$ cat src/usw_pkg.sv
/*
 usw_pkg: register map, field positions, reset values, timing counts and
 states of the usb suspend and wake event block.
 assumes a 100 mhz pclk and a 32-bit apb master.
*/
// Notes on behaviour
// RQ1: idle condition sets suspend request, status bit 4
// RQ2: suspend/reset flags clear only on write one
// RQ3: port reset sets bit 5; reset never clears
// RQ4: suspend sequence starts after 3 ms idle
// RQ5: full speed: set suspend flag, raise interrupt
// RQ6: high speed: revert within 0.125 ms first
// RQ7: firmware clears suspend flag within 10 ms
// RQ8: clear enters suspend; clock stops if low-power
// RQ9: no resume before 5 ms continuous idle
// RQ10: one-cycle pulse per pin change, ored
// RQ11: summary sets if clear, clocked, and enabled
// RQ12: pending summary blocks further interrupts
// RQ13: summary clear keeps per-source flags set
// RQ14: firmware clears summary before source flags
// RQ15: firmware reads sources, services each one
// RQ16: write one clears each per-source flag
// RQ17: summary is status bit 2, five pins
// RQ18: control bit 6 gates clock stop in suspend
// RQ19: resume on summary clear or 10 ms later
// RQ20: interrupt stays high while enabled flag set
package usw_pkg;
	localparam logic [7:0] STATUS_OFS = 8'h00;
	localparam logic [7:0] MASK_OFS = 8'h04;
	localparam logic [7:0] CONTROL_OFS = 8'h08;
	localparam logic [7:0] SOURCE_OFS = 8'h0C;
	localparam logic [7:0] SRC_EN_OFS = 8'h10;
	localparam int WAKE_BIT = 2;
	localparam int SUSP_BIT = 4;
	localparam int RST_BIT = 5;
	localparam int RWAKE_BIT = 5;
	localparam int LOW_POWER_ENABLE_BIT = 6;
	localparam int NSRC = 5;
	localparam logic [7:0] STATUS_RST = 8'h00;
	localparam logic [7:0] MASK_RST = 8'h00;
	localparam logic [7:0] CONTROL_RST = 8'h00;
	localparam logic [3:0] SRC_EN_RST = 4'h0;
	localparam int CLK_MHZ = 100;
	localparam int IDLE_US = 3000;
	localparam int REVERT_NS = 125000;
	localparam int RESUME_IDLE_US = 5000;
	localparam int RESUME_WAIT_US = 10000;
	localparam int RESUME_LEN_US = 1000;
	localparam int IDLE_CYC = IDLE_US * CLK_MHZ;
	localparam int REVERT_CYC = REVERT_NS * CLK_MHZ / 1000;
	localparam int RESUME_IDLE_CYC = RESUME_IDLE_US * CLK_MHZ;
	localparam int RESUME_WAIT_CYC = RESUME_WAIT_US * CLK_MHZ;
	localparam int RESUME_LEN_CYC = RESUME_LEN_US * CLK_MHZ;
	localparam int CNT_W = 21;
	typedef enum logic [2:0] {
		ST_ACTIVE = 3'b000,
		ST_REVERT = 3'b001,
		ST_REQUEST = 3'b010,
		ST_SUSPEND = 3'b011,
		ST_RESUME = 3'b100
	} usw_state_e;
endpackage : usw_pkg

$ cat src/usw_suspend_wake.sv
/*
 usw_suspend_wake: bus idle watch, suspend request, port reset flag,
 pin-change wake events and remote wakeup resume, behind an apb slave.
 assumes bus_idle, bus_reset, high_speed and the five wake pins come from
 outside pclk; the phy acts on fs_revert and resume_drive.
*/
// Design decisions made here: the register addresses and the APB register port.
`timescale 1ns/1ps
`default_nettype none
module usw_suspend_wake #(
	parameter int IDLE_CYC = usw_pkg::IDLE_CYC,
	parameter int REVERT_CYC = usw_pkg::REVERT_CYC,
	parameter int RESUME_IDLE_CYC = usw_pkg::RESUME_IDLE_CYC,
	parameter int RESUME_WAIT_CYC = usw_pkg::RESUME_WAIT_CYC,
	parameter int RESUME_LEN_CYC = usw_pkg::RESUME_LEN_CYC
) (
	input wire logic pclk,
	input wire logic presetn,
	input wire logic psel,
	input wire logic penable,
	input wire logic pwrite,
	input wire logic [31:0] paddr,
	input wire logic [31:0] pwdata,
	output logic [31:0] prdata,
	output logic pready,
	output logic pslverr,
	input wire logic bus_idle,
	input wire logic bus_reset,
	input wire logic high_speed,
	input wire logic bus_power_pin,
	input wire logic wake_gpio_pin_a,
	input wire logic wake_gpio_pin_b,
	input wire logic card_detect_pin_a,
	input wire logic card_detect_pin_b,
	output logic irq,
	output logic fs_revert,
	output logic suspended,
	output logic core_clk_stop,
	output logic resume_drive
);
	localparam int W = usw_pkg::CNT_W;

	// pins and phy levels: two flops, then a third for edges
	logic [7:0] pin_raw;
	logic [7:0] sync1_r;
	logic [7:0] sync2_r;
	logic [7:0] prev_r;
	assign pin_raw = {high_speed, bus_reset, bus_idle, card_detect_pin_b,
		card_detect_pin_a, wake_gpio_pin_b, wake_gpio_pin_a, bus_power_pin};

	always_ff @(posedge pclk or negedge presetn) begin
		if (!presetn) begin
			sync1_r <= 8'h00;
			sync2_r <= 8'h00;
			prev_r <= 8'h00;
		end else begin
			sync1_r <= pin_raw;
			sync2_r <= sync1_r;
			prev_r <= sync2_r;
		end
	end

	wire idle_s = sync2_r[5];
	wire reset_s = sync2_r[6];
	wire hs_s = sync2_r[7];
	wire reset_rise = reset_s & ~prev_r[6];

	// apb: one wait state so read data leaves a flop
	logic ack_r;
	logic [31:0] prdata_r;
	logic [7:0] mask_r;
	logic [7:0] control_r;
	logic [3:0] src_en_r;
	logic wake_sum_r;
	logic susp_req_r;
	logic rst_req_r;
	logic [usw_pkg::NSRC-1:0] src_r;
	logic wake_pend_r;

	wire [7:0] ofs = paddr[7:0];
	wire hi_zero = (paddr[31:8] == 24'h00_0000);
	wire sel_sta = hi_zero & (ofs == usw_pkg::STATUS_OFS);
	wire sel_msk = hi_zero & (ofs == usw_pkg::MASK_OFS);
	wire sel_ctl = hi_zero & (ofs == usw_pkg::CONTROL_OFS);
	wire sel_src = hi_zero & (ofs == usw_pkg::SOURCE_OFS);
	wire sel_sen = hi_zero & (ofs == usw_pkg::SRC_EN_OFS);
	wire hit = sel_sta | sel_msk | sel_ctl | sel_src | sel_sen;
	wire first = psel & penable & ~ack_r;
	wire wr = psel & penable & ack_r & pwrite;
	assign pready = ack_r;
	assign pslverr = ack_r & ~hit;
	assign prdata = prdata_r;

	logic [7:0] status_v;
	always_comb begin
		status_v = 8'h00;
		status_v[usw_pkg::WAKE_BIT] = wake_sum_r;
		status_v[usw_pkg::SUSP_BIT] = susp_req_r;
		status_v[usw_pkg::RST_BIT] = rst_req_r;
	end

	wire [31:0] rd_mux =
		sel_sta ? {24'h00_0000, status_v} :
		sel_msk ? {24'h00_0000, mask_r} :
		sel_ctl ? {24'h00_0000, control_r} :
		sel_src ? {27'h000_0000, src_r} :
		sel_sen ? {28'h000_0000, src_en_r} : 32'h0000_0000;

	// write-one-clear strobes; reserved status bits stay zero
	wire clr_wake = wr & sel_sta & pwdata[usw_pkg::WAKE_BIT];
	wire clr_susp = wr & sel_sta & pwdata[usw_pkg::SUSP_BIT]; // RQ2
	wire clr_rst = wr & sel_sta & pwdata[usw_pkg::RST_BIT]; // RQ2
	wire [usw_pkg::NSRC-1:0] clr_src =
		(wr & sel_src) ? pwdata[usw_pkg::NSRC-1:0] : '0;
	wire [7:0] mask_wmask = 8'h34;
	wire [7:0] ctl_wmask = 8'h60;

	always_ff @(posedge pclk or negedge presetn) begin
		if (!presetn) begin
			ack_r <= 1'b0;
			prdata_r <= 32'h0000_0000;
			mask_r <= usw_pkg::MASK_RST;
			control_r <= usw_pkg::CONTROL_RST;
			src_en_r <= usw_pkg::SRC_EN_RST;
		end else begin
			ack_r <= first;
			if (first) begin
				prdata_r <= rd_mux;
			end
			if (wr & sel_msk) begin
				mask_r <= pwdata[7:0] & mask_wmask;
			end
			if (wr & sel_ctl) begin
				control_r <= pwdata[7:0] & ctl_wmask;
			end
			if (wr & sel_sen) begin
				src_en_r <= pwdata[3:0];
			end
		end
	end

	wire low_power_enable = control_r[usw_pkg::LOW_POWER_ENABLE_BIT];
	wire rwake = control_r[usw_pkg::RWAKE_BIT];
	wire wake_en = mask_r[usw_pkg::WAKE_BIT];

	// pin change pulses; bus power detection cannot be switched off
	logic [usw_pkg::NSRC-1:0] det;
	genvar g;
	generate
		for (g = 0; g < usw_pkg::NSRC; g++) begin : g_det
			if (g == 0) begin : g_vbus
				assign det[g] = sync2_r[g] ^ prev_r[g]; // RQ10
			end else begin : g_gpio
				assign det[g] = (sync2_r[g] ^ prev_r[g]) & src_en_r[g-1]; // RQ10
			end
		end
	endgenerate
	wire any_det = |det; // RQ10 RQ17

	// state machine and counters
	usw_pkg::usw_state_e state_r;
	usw_pkg::usw_state_e state_nxt;
	logic [W-1:0] idle_cnt_r;
	logic [W-1:0] tmr_r;
	logic stop_r;
	wire clk_run = ~stop_r;

	wire idle_done = (idle_cnt_r >= W'(IDLE_CYC)); // RQ4
	wire resume_ok = (idle_cnt_r >= W'(RESUME_IDLE_CYC)); // RQ9
	wire wait_done = (tmr_r >= W'(RESUME_WAIT_CYC)); // RQ19
	// tmr starts at zero on entry, so revert lasts exactly REVERT_CYC cycles
	wire rev_done = (tmr_r >= W'(REVERT_CYC - 1)); // RQ6
	wire len_done = (tmr_r >= W'(RESUME_LEN_CYC));
	// the remote wake timer only runs once the summary has fired
	wire res_trig = rwake & wake_en & resume_ok & (clr_wake | wait_done); // RQ9 RQ19

	wire set_susp_fs = (state_r == usw_pkg::ST_ACTIVE) & idle_done & ~hs_s; // RQ5
	wire set_susp_hs = (state_r == usw_pkg::ST_REVERT) & rev_done; // RQ6
	wire set_susp = set_susp_fs | set_susp_hs; // RQ1

	always_comb begin
		state_nxt = state_r;
		case (state_r)
			usw_pkg::ST_ACTIVE: begin
				if (idle_done) begin
					state_nxt = hs_s ? usw_pkg::ST_REVERT : usw_pkg::ST_REQUEST; // RQ4
				end
			end
			usw_pkg::ST_REVERT: begin
				if (rev_done) begin
					state_nxt = usw_pkg::ST_REQUEST; // RQ6
				end
			end
			usw_pkg::ST_REQUEST: begin
				if (!idle_s) begin
					state_nxt = usw_pkg::ST_ACTIVE;
				end else if (!susp_req_r) begin
					state_nxt = usw_pkg::ST_SUSPEND; // RQ8
				end
			end
			usw_pkg::ST_SUSPEND: begin
				if (!idle_s) begin
					state_nxt = usw_pkg::ST_ACTIVE;
				end else if (wake_sum_r & res_trig) begin
					state_nxt = usw_pkg::ST_RESUME; // RQ19
				end
			end
			usw_pkg::ST_RESUME: begin
				if (len_done) begin
					state_nxt = usw_pkg::ST_ACTIVE;
				end
			end
			default: state_nxt = usw_pkg::ST_ACTIVE;
		endcase
		if (reset_s) begin
			state_nxt = usw_pkg::ST_ACTIVE;
		end
	end

	wire st_chg = (state_nxt != state_r);
	// host resume or remote wake restarts the clock
	wire wake_clk = rwake & wake_en & any_det;

	always_ff @(posedge pclk or negedge presetn) begin
		if (!presetn) begin
			state_r <= usw_pkg::ST_ACTIVE;
			idle_cnt_r <= '0;
			tmr_r <= '0;
			stop_r <= 1'b0;
		end else begin
			state_r <= state_nxt;
			if (!idle_s) begin
				idle_cnt_r <= '0;
			end else if (idle_cnt_r != {W{1'b1}}) begin
				idle_cnt_r <= idle_cnt_r + W'(1);
			end
			if (st_chg | (state_r == usw_pkg::ST_SUSPEND & ~wake_sum_r)) begin
				tmr_r <= '0;
			end else if (tmr_r != {W{1'b1}}) begin
				tmr_r <= tmr_r + W'(1);
			end
			if (st_chg & (state_nxt == usw_pkg::ST_SUSPEND)) begin
				stop_r <= low_power_enable; // RQ8 RQ18
			end else if (state_nxt != usw_pkg::ST_SUSPEND | wake_clk) begin
				stop_r <= 1'b0;
			end
		end
	end

	// status flags: a set in the clearing cycle wins, except for the summary, where the clear wins
	wire sum_set = (any_det | wake_pend_r) & clk_run & wake_en & ~wake_sum_r; // RQ11 RQ12

	always_ff @(posedge pclk or negedge presetn) begin
		if (!presetn) begin
			susp_req_r <= 1'b0;
			rst_req_r <= 1'b0;
			wake_sum_r <= 1'b0;
			wake_pend_r <= 1'b0;
			src_r <= '0;
		end else begin
			susp_req_r <= set_susp | (susp_req_r & ~clr_susp); // RQ1 RQ2
			rst_req_r <= reset_rise | (rst_req_r & ~clr_rst); // RQ3 RQ2
			wake_sum_r <= sum_set | (wake_sum_r & ~clr_wake); // RQ11 RQ13
			// events seen while stopped are kept until the clock runs
			if (sum_set) begin
				wake_pend_r <= 1'b0;
			end else if (any_det & ~clk_run) begin
				wake_pend_r <= 1'b1;
			end
			src_r <= det | (src_r & ~clr_src); // RQ13 RQ16
		end
	end

	assign irq = |(status_v & mask_r); // RQ20
	assign fs_revert = (state_r == usw_pkg::ST_REVERT); // RQ6
	assign suspended = (state_r == usw_pkg::ST_SUSPEND);
	assign core_clk_stop = stop_r; // RQ8
	assign resume_drive = (state_r == usw_pkg::ST_RESUME); // RQ9
endmodule : usw_suspend_wake
`default_nettype wire

$ cat config.mk
export PLATFORM = sky130hd
export DESIGN_NAME = usw_suspend_wake
export DESIGN_NICKNAME = d
export VERILOG_FILES = /design/src/usw_pkg.sv /design/src/usw_suspend_wake.sv
export SDC_FILE = /design/constraint.sdc
export NUM_CORES = 1
export LEC_CHECK = 0
export ABC_CLOCK_PERIOD_IN_PS = 2200
export BUFFER_PORTS_ARGS = -buffer_cell sky130_fd_sc_hd__buf_2
export CAP_MARGIN = 40
export CORE_UTILIZATION = 49
export DETAILED_ROUTE_END_ITERATION = 6
export HOLD_SLACK_MARGIN = 0.08
export PLACE_DENSITY = 0.76
export SYNTH_ARGS = -nofsm -noshare
export SYNTH_HDL_FRONTEND = slang
export SYNTH_SLANG_ARGS = --single-unit
$ cat constraint.sdc
create_clock -name pclk -period 2.2 [get_ports pclk]
set_input_delay 0.22 -clock pclk [delete_from_list [all_inputs] [get_ports pclk]]
set_output_delay 0.22 -clock pclk [all_outputs]
set_load 0.05 [all_outputs]
[Yosys cells after proc, flatten, opt, wreduce, memory -nomap -nowiden]
Index checks and enable logic that the tools add are counted.
Operators by class
  reduce and logical (&&, ||, !) cells: 8
  mux-type cells: 24
  shift-type cells: 0
  equality and inequality tests: 14
  $add $sub $neg: 2
  magnitude comparators: 5
  divide/modulo/power cells: 0
  $mul: 0
  bitwise logic cells: 70
Operators by type and width (number)
  $mux W21: 4
  $add A21 B1 Y21 const B: 2
  $ge A21 B19 Y1 const B: 2
  $ne A21 B21 Y1 const B: 2
  $and A1 B1 Y1: 40
  $logic_not A24 Y1: 1
  $mux W3: 8
  $ge A21 B14 Y1 const B: 1
  $ge A21 B17 Y1 const B: 1
  $ge A21 B20 Y1 const B: 1
  $mux W7: 3
  $eq A8 B4 Y1 const B: 2
  $pmux W3 S5: 1
  $or A1 B1 Y1: 12
  $mux W5: 2
  $eq A3 B2 Y1 const B: 3
  $not A1 Y1: 9
  $eq A8 B3 Y1 const B: 1
  $eq A8 B5 Y1 const B: 1
  $logic_not A8 Y1: 1
  $reduce_or A8 Y1: 1
  $and A6 B6 Y6: 1
  $reduce_bool A2 Y1: 3
  $and A5 B5 Y5: 1
  other kinds (13): 20
Word-level totals
  RAM bits: 0
  ROM bits: 0
  bits in latches: 0
  register bits after elaboration: 120
  logic and storage cells: 140
  memories kept: 0
  output and inout port bits: 39
  bits of input ports: 77

[Logic depth before layout (Yosys ltp)]
Gate-level depths: netlist of run 1.
  depth after elaboration: 16
  mapped depth: 9
  depth with buffers taken out: 8

[Worst setup path before layout of run 1]
No wires, ideal clock.
  path kind: register to register
  start point: register state_r[2]
  end point: register tmr_r[0]
  data required time: 2.077 ns
  arrival time: 2.159 ns
  slack: -0.082 ns
  stages on the path, launching flop included: 10
  buffers on the path: 1
  period minus slack after synthesis: 2.282 ns
  setup time: 0.123 ns
  cells stage by stage: dfrtp_1 > nor2b_1 > nand2_1 > inv_1 > nand2_1 > or4_1 > o21ba_1 > o21a_1 > buf_4 > nor4_2
On the way
  elaborated cells on any way between the ends: 19
  those cells by class: eq/ne (5); mux (10); bitwise (2); reduce/logical (2)
RTL lines
  start: declaration: RTL line usw_suspend_wake.sv:161  | usw_pkg::usw_state_e state_r;
  start signal: assignment: RTL line usw_suspend_wake.sv:226  | state_r <= usw_pkg::ST_ACTIVE;
  start signal: assignment: RTL line usw_suspend_wake.sv:231  | state_r <= state_nxt;
  $eq A3 B2 Y1 (*)
  net suspended: RTL line usw_suspend_wake.sv:37  | output logic suspended,
  $pmux W3 S5: RTL line usw_suspend_wake.sv:183  | case (state_r)
  $mux W3: RTL line usw_suspend_wake.sv:215  | if (reset_s) begin
  $ne A3 B3 Y1: RTL line usw_suspend_wake.sv:220  | wire st_chg = (state_nxt != state_r);
  $or A1 B1 Y1 (*): RTL line usw_suspend_wake.sv:237  | if (st_chg | (state_r == usw_pkg::ST_SUSPEND & ~wake_sum_r)) begin
  $mux W21 / $reduce_bool A2 Y1 (equally long branches)
  end signal: assignment: RTL line usw_suspend_wake.sv:240  | tmr_r <= tmr_r + W'(1);
  end: declaration: RTL line usw_suspend_wake.sv:164  | logic [W-1:0] tmr_r;
Mark *: on every way through the listed nets, which the timed path passes. The rest lies on a longest branch.
A chain may end at the register's enable or synchronous reset.

[Worst setup path after layout of run 1]
  start point: register tmr_r[13]
  end point: register tmr_r[20]
On the way
  cells in the longest elaborated chain, start to end: 11
  elaborated cells on any way between the ends: 19
  those cells by class: add/sub (1); order compare (3); eq/ne (2); mux (8); bitwise (4); reduce/logical (1)
RTL lines
  $ge A21 B20 Y1: RTL line usw_suspend_wake.sv:170  | wire wait_done = (tmr_r >= W'(RESUME_WAIT_CYC));
  $or A1 B1 Y1: RTL line usw_suspend_wake.sv:175  | wire res_trig = rwake & wake_en & resume_ok & (clr_wake | wait_done);
  $and A1 B1 Y1: RTL line usw_suspend_wake.sv:175
  $and A1 B1 Y1: RTL line usw_suspend_wake.sv:204  | end else if (wake_sum_r & res_trig) begin
  $mux W3: RTL line usw_suspend_wake.sv:204
  $mux W3: RTL line usw_suspend_wake.sv:202  | if (!idle_s) begin
  $pmux W3 S5: RTL line usw_suspend_wake.sv:183
  $mux W3: RTL line usw_suspend_wake.sv:215
  $ne A3 B3 Y1: RTL line usw_suspend_wake.sv:220
  $or A1 B1 Y1: RTL line usw_suspend_wake.sv:237
  $mux W21 / $reduce_bool A2 Y1 (equally long branches)
Several ways; a longest one is shown, not always the timed one. The select of a mux whose other input is x is not followed.

==> results of run 1 <==
Yosys cell counts (4+ instances only):
cell	number	area share (%)
inv_1	23	1.7
clkbuf_1	10	0.74
and4_1	7	1.2
mux2_1	5	1.1
or3_1	7	0.86
nor2_1	39	2.9
a21o_1	5	0.74
and3_1	8	0.98
nand2_1	50	3.7
dfrtp_1	94	46
nand3_1	24	2.4
and2_1	5	0.61
ha_1	4	0.98
mux2i_1	5	0.98
a21oi_1	20	2.0
o21ai_0	14	1.4
o21ai_1	4	0.39
xnor2_1	17	2.9
nor3_1	12	1.2
o31ai_1	6	0.88
nor4_2	21	5.1
xor2_1	16	2.7
nor4_1	12	1.5
nand4_1	17	2.1
mux2_2	4	0.88
buf_4	29	4.3
final cells by class:
class	count	area share, %
Clock inverter	7	1.09
Timing Repair Buffer	157	18.1
Inverter	24	1.41
Sequential cell	94	35.3
Tap cell	133	2.50
Clock buffer	9	1.86
Multi-Input combinational cell	384	39.7
sequential cells by signal (all words and copies together), names as in the netlist:
register	cells
prev_r	6
sync1_r	8
src_r	5
control_r	2
sync2_r	8
susp_req_r	1
wake_sum_r	1
prdata	7
wake_pend_r	1
idle_cnt_r	21
tmr_r	21
mask_r	3
src_en_r	4
pready	1
state_r	3
core_clk_stop	1
rst_req_r	1
kinds of logic after synthesis:
family / Yosys count / share of synthesized area [%]
buf+inv: 65 / 7.21
fa+ha+maj: 4 / 0.981
xor+xnor: 33 / 5.66
mux: 14 / 2.97
flops: 94 / 46.1
simple gates: 224 / 25.6
other cells: 1 / 0.0735
compound gates: 84 / 11.4
where the power goes:
group / switching, uW / internal, uW / total, uW
clock: 693 / 446 / 1140
combinational: 196 / 76.1 / 272
sequential: 18.5 / 1750 / 1770
critical path, delay by kind of cell (launching register included):
kind | cells | cell delay, ps
AND/OR/NAND/NOR | 3 | 1140
flip-flops | 1 | 400
AO/OA/AOI/OAI | 3 | 650
buffers and inverters | 1 | 170
worst paths after layout:
path                                  startpoint                        end  slack, ps  cells after the start
setup / recovery           tmr_r[13]$_DFFE_PN0P_      tmr_r[20]$_DFFE_PN0P_       -230                      7
hold / removal                         pwdata[5]      mask_r[5]$_DFFE_PN0P_        100                      2
setup reg to reg           tmr_r[13]$_DFFE_PN0P_      tmr_r[20]$_DFFE_PN0P_       -230                      7
hold reg to reg             sync1_r[4]$_DFF_PN0_       sync2_r[4]$_DFF_PN0_        360                      0
max in group asynchronous                presetn       sync2_r[6]$_DFF_PN0_       1380                      3
min in group asynchronous                presetn  idle_cnt_r[5]$_DFFE_PN0P_        410                      3
per-layer routing:
metal / part of all wire, % / track usage (%)
met4: 1.4 / 7.55
met2: 49 / 38.2
met1: 44 / 28.9
met5: 0 / 0
met3: 5.3 / 4.95
repair_timing:
item,4_1_cts,5_1_grt
resized for setup,11,18
endpoints found under the setup margin,23,23
gates cloned,0,4
buffers inserted,0,7
hold buffers,13,0
hold endpoints to repair,106,0
pin swaps,1,5
cell usage in the layout, fill, tap and decap left out, types with 6 or more instances in the layout:
| master | instances |
|---|---|
| buf_12 | 7 |
| and3_1 | 7 |
| o21ai_0 | 14 |
| nor4_2 | 13 |
| inv_1 | 22 |
| dlygate4sd3_1 | 13 |
| xor2_1 | 16 |
| dfrtp_1 | 94 |
| nor2_1 | 38 |
| conb_1 | 25 |
| and4_1 | 7 |
| nor3_1 | 11 |
| clkbuf_8 | 9 |
| nand3_1 | 24 |
| a21oi_1 | 20 |
| xnor2_1 | 17 |
| nor4_4 | 8 |
| nand4_1 | 17 |
| buf_2 | 63 |
| o31ai_1 | 6 |
| nor4_1 | 12 |
| buf_4 | 67 |
| nand2_1 | 50 |
per-stage QoR:
step / setup slack, ps / total power [uW] / instance area [sq um]
floorplan: -42.4 / 1990 / 5210
global placement: -210 / 2050 / 6020
detailed placement: -273 / 2060 / 6020
CTS: -179 / 3210 / 6410
global route: -289 / 3310 / 6670
finish: -233 / 3180 / 6670
==> reports/metrics.yaml, run 1 <==
synth:
  synth_flop_cell: "dfrtp_1"
  syn_inst: 519
  synth_enable_flop_cells: 0
  ys_ff_latch: 94
  synthesis.area_sq_um: 5100
  postSynth.asyncResetShare_pct: 100
  yosys_warnings: 0
  seq_area_frac_synth_pct: 46.1
  yosysUniqueCellTypes: 66
  syn_avg_cell_area_sq_um: 9.83
floorplanning:
  die_h_um: 104
  fp.dieArea_sq_um: 10800
  start_util_pct: 51.3
  fp.dieW_um: 104
  core_sq_um: 9950
  io_pins: 116
  placementRows: 36
timing:
  timing.final.ws_setup_ps: -233
  setup-violations-final: 23
  fin_worst_skew_ps: 12.5
  fin_setup_tns_ps: -4390
  rsz0062_at_grt: "true"
  slew_headroom_pct: 60.0
  finalCritPeriodShare_pct: 111
  max_freq_mhz: 411
  tightest_slew_ps: 600
  period_minus_slack_ps: 2430
  finalHoldViolations: 0
  drv_slew: 0
  whs_ps: 102
clocking:
  cts_made_buffers: 9
  cts.sinks: 94
  clk_latency_ps: 380
  h-tree-depth: 3
  cts_tree: "yes"
  clk_pin_slew_worst_paths_ps: 100
  clockBufferDepth: 2
  root_buffer: "clkbuf_8"
layout:
  syn_to_final_growth_pct: 30.6
  fillCellCount: 739
  antennaDiodeCount: 0
  final_nets: 751
  final_util_pct: 67.0
  multi_input_area_sq_um: 2650
  regArea_sq_um: 2350
  drive_gt1_share_pct: 30.8
  final_cells: 808
route:
  drc: 0
  drtIter0Drc: 243
  ant_nets: 0
  num_vias: 4484
  avgViaCountPerCell: 5.55
  wirelength_mm: 12.7
  dr.pass1.iters: 5
  wire_per_inst_um: 15.7
worst_setup_path:
  worst_ep_required_time_ps: 2480
  critical_path.max_stage_delay_ps: 450
  crit_arrival_ps: 2710
  crit_path_top_delay_cell: "or4_4"
  cp-end-kind: "register"
  path_cells: "or3_4 > or4_4 > a211o_1 > o21ai_2 > a2bb2oi_4 > clkbuf_16 > nor4b_4"
  cp_max_fo: 4
  cp-start-kind: "register"
  worstSetupPathType: "register to register"
run_status:
  violations: "negative setup slack"
  status: "finished with violations"
pwr:
  vdd_drop_max_mv: 0.465
  power_density_nw_per_um2: 477
  power_leakage_uw: 0.00299
global_route:
  track_usage_pct: 22.7
  grt_max_degree: 95
  grt_pass1_wl_mm: 19.7
  grt_overflow: 0
  antenna_found_initial: 0
  first_global_vias: 4279
min_path:
  worst_hold_path_type: "primary input to register"
placement:
  dp.cells: 768
  place_congestion: 0.858
  hpwl_mm: 8.48
  numPortBuffers: 65
run:
  max-cap-violations: 0
(Power assumes the default switching activity.)
==> run 2: changes to the inputs <==
PLACE_DENSITY = 0.85   (was 0.76)
RECOVER_POWER = 50   (was unset)
==> run 2 against run 1 <==
  * The flow still finishes with violations (negative setup slack)
  * Critical endpoint is now tmr_r[2]$_DFFE_PN0P_
  * Sequential cell count is the same
  * Sequential power is essentially flat
  * Global-route usage grew 1.3 points
  * Cell area shrank 0.98%
  * Worst hold slack lost 6.0 ps
  * Worst setup slack gained 12 ps
  * Non-clock buffer count grew 5
  * Critical path depth is the same
  * Critical path type unchanged
==> reports/metrics.yaml, run 2 (same netlist as run 1, synthesis figures left out) <==
timing:
  finalHoldViolations: 0  # unchanged
  setup-violations-final: 21  # was 23
  period_minus_slack_ps: 2420  # was 2430 ps
  max_freq_mhz: 413  # was 411 MHz
  fin_worst_skew_ps: 15.9  # was 12.5 ps
  slew_headroom_pct: 22.7  # was 60.0%
  finalCritPeriodShare_pct: 110  # was 111%
  rsz0062_at_grt: "true"  # unchanged
  timing.final.ws_setup_ps: -221  # was -233 ps
  fin_setup_tns_ps: -3030  # was -4390 ps
  drv_slew: 0  # unchanged
  tightest_slew_ps: 1160  # was 600 ps
clocking:
  cts.sinks: 94  # unchanged
  h-tree-depth: 3  # unchanged
  cts_tree: "yes"  # unchanged
  root_buffer: "clkbuf_8"  # unchanged
  clockBufferDepth: 2  # unchanged
  cts_made_buffers: 9  # unchanged
  clk_latency_ps: 370  # was 380 ps
  clk_pin_slew_worst_paths_ps: 80  # was 100 ps
placement:
  placed_area_sq_um: 6060  # was 6020 sq um
  numPortBuffers: 65  # unchanged
  hpwl_mm: 8.97  # was 8.48 mm
  place_congestion: 0.931  # was 0.858
layout:
  final_common_cell: "dfrtp_1"  # unchanged
  final_nets: 756  # was 751
  reg_top3: "idle_cnt_r (21), tmr_r (21)"  # unchanged
  antennaDiodeCount: 0  # unchanged
  drive_gt1_share_pct: 31.6  # was 30.8%
  final_util_pct: 66.3  # was 67.0%
  final_cell_mix: "dfrtp_1, buf_4, buf_2, nand2_1, nor2_1"  # unchanged
  fin_area_sq_um: 6600  # was 6670 sq um
  syn_to_final_growth_pct: 29.4  # was 30.6%
worst_setup_path:
  worstSetupPathType: "register to register"  # unchanged
  cp_max_fo: 12  # was 4
  crit_arrival_ps: 2680  # was 2710 ps
  cp-end-kind: "register"  # unchanged
  cp-start-kind: "register"  # unchanged
  worst_ep_required_time_ps: 2450  # was 2480 ps
  worstSetupStartpoint: "tmr_r[13]$_DFFE_PN0P_"  # unchanged
  r2r_start: "tmr_r[13]$_DFFE_PN0P_"  # unchanged
pwr:
  p_total_uw: 3190  # was 3180 uW
  vdd_drop_max_mv: 0.428  # was 0.465 mV
  power_density_nw_per_um2: 484  # was 477 nW/um^2
  power_leakage_uw: 0.00300  # was 0.00299 uW
floorplanning:
  die_h_um: 104  # unchanged
  fp.dieArea_sq_um: 10800  # unchanged
  fp.dieW_um: 104  # unchanged
  start_util_pct: 51.3  # unchanged
  core_sq_um: 9950  # unchanged
  placementRows: 36  # unchanged
  io_pins: 116  # unchanged
global_route:
  grt_overflow: 0  # unchanged
  antenna_found_initial: 0  # unchanged
  grt_max_degree: 46  # was 95
  track_usage_pct: 24.0  # was 22.7%
  grt_pass1_wl_mm: 20.8  # was 19.7 mm
  first_global_vias: 4455  # was 4,279
route:
  num_vias: 4560  # was 4,484
  dr.pass1.iters: 7  # was 5
  wirelength_mm: 12.9  # was 12.7 mm
  drc: 0  # unchanged
  avgViaCountPerCell: 5.62  # was 5.55
  ant_nets: 0  # unchanged
  wire_per_inst_um: 15.9  # was 15.7 um
  drtIter0Drc: 294  # was 243
run:
  max-cap-violations: 0  # unchanged
run_status:
  status: "finished with violations"  # unchanged
  violations: "negative setup slack"  # unchanged
min_path:
  worstHoldStart: "pwdata[6]"  # was pwdata[5]
  worst_hold_path_type: "primary input to register"  # unchanged
==> run 2: what timing repair did <==
action / in CTS / in global routing
hold endpoints to repair: 52 / 0
hold buffers: 11 / 0
gates cloned: 1 / 0
setup buffers: 4 / 6
pin swaps: 3 / 7
gates resized for setup: 16 / 16
endpoints found under the setup margin: 23 / 24
==> run 2: per-layer routing <==
layer,vias up,global-route usage (%),share of wire [%],routed length [um]
met5,-,0,0,0
met4,0,9.69,2.4,314
met3,32,4.51,6.2,804
met2,217,41.3,50,6490
met1,2183,29.7,41,5320
li1,2128,-,-,-
==> run 2: critical path, stage by stage (launching register included) <==
cell and delay, ps:
dfrtp_1 390, or3_4 390, or4_4 440, a21o_1 190
o21ba_2 230, o21a_4 220, buf_12 160, nor4_2 300
==> run 2: final timing paths <==
check | endpoint | slack, ps | depth (start not counted)
max | tmr_r[2]$_DFFE_PN0P_ | -220 | 7
min | control_r[6]$_DFFE_PN0P_ | 100 | 2
max reg2reg | tmr_r[2]$_DFFE_PN0P_ | -220 | 7
min reg2reg | sync2_r[4]$_DFF_PN0_ | 350 | 0
max in group asynchronous | tmr_r[1]$_DFFE_PN0P_ | 470 | 3
min in group asynchronous | sync1_r[5]$_DFF_PN0_ | 610 | 2
==> run 2: through the flow <==
| stage | hold slack, ps | cells | worst slack [ps] |
|---|---|---|---|
| final | 95.9 | 811 | -221 |
| after CTS | 84.1 | 806 | -169 |
| after global placement | 253 | 776 | -246 |
| after floorplan | -75.6 | 543 | -42.4 |
| after detailed placement | 264 | 776 | -347 |
| after global routing | 96.4 | 811 | -294 |
==> run 2: layout make-up <==
class                           count  area, sq um
Fill cell                         701         3350
Sequential cell                    94         2350
Multi-Input combinational cell    384         2640
Clock buffer                       10          138
Clock inverter                      4         56.3
Timing Repair Buffer              162         1150
Inverter                           24         93.8
Tap cell                          133          166
==> run 2: report_power, final <==
part           switching (uW)  internal, uW
clock                     599           552
sequential               18.8          1750
combinational             199          71.7
total                     817          2380
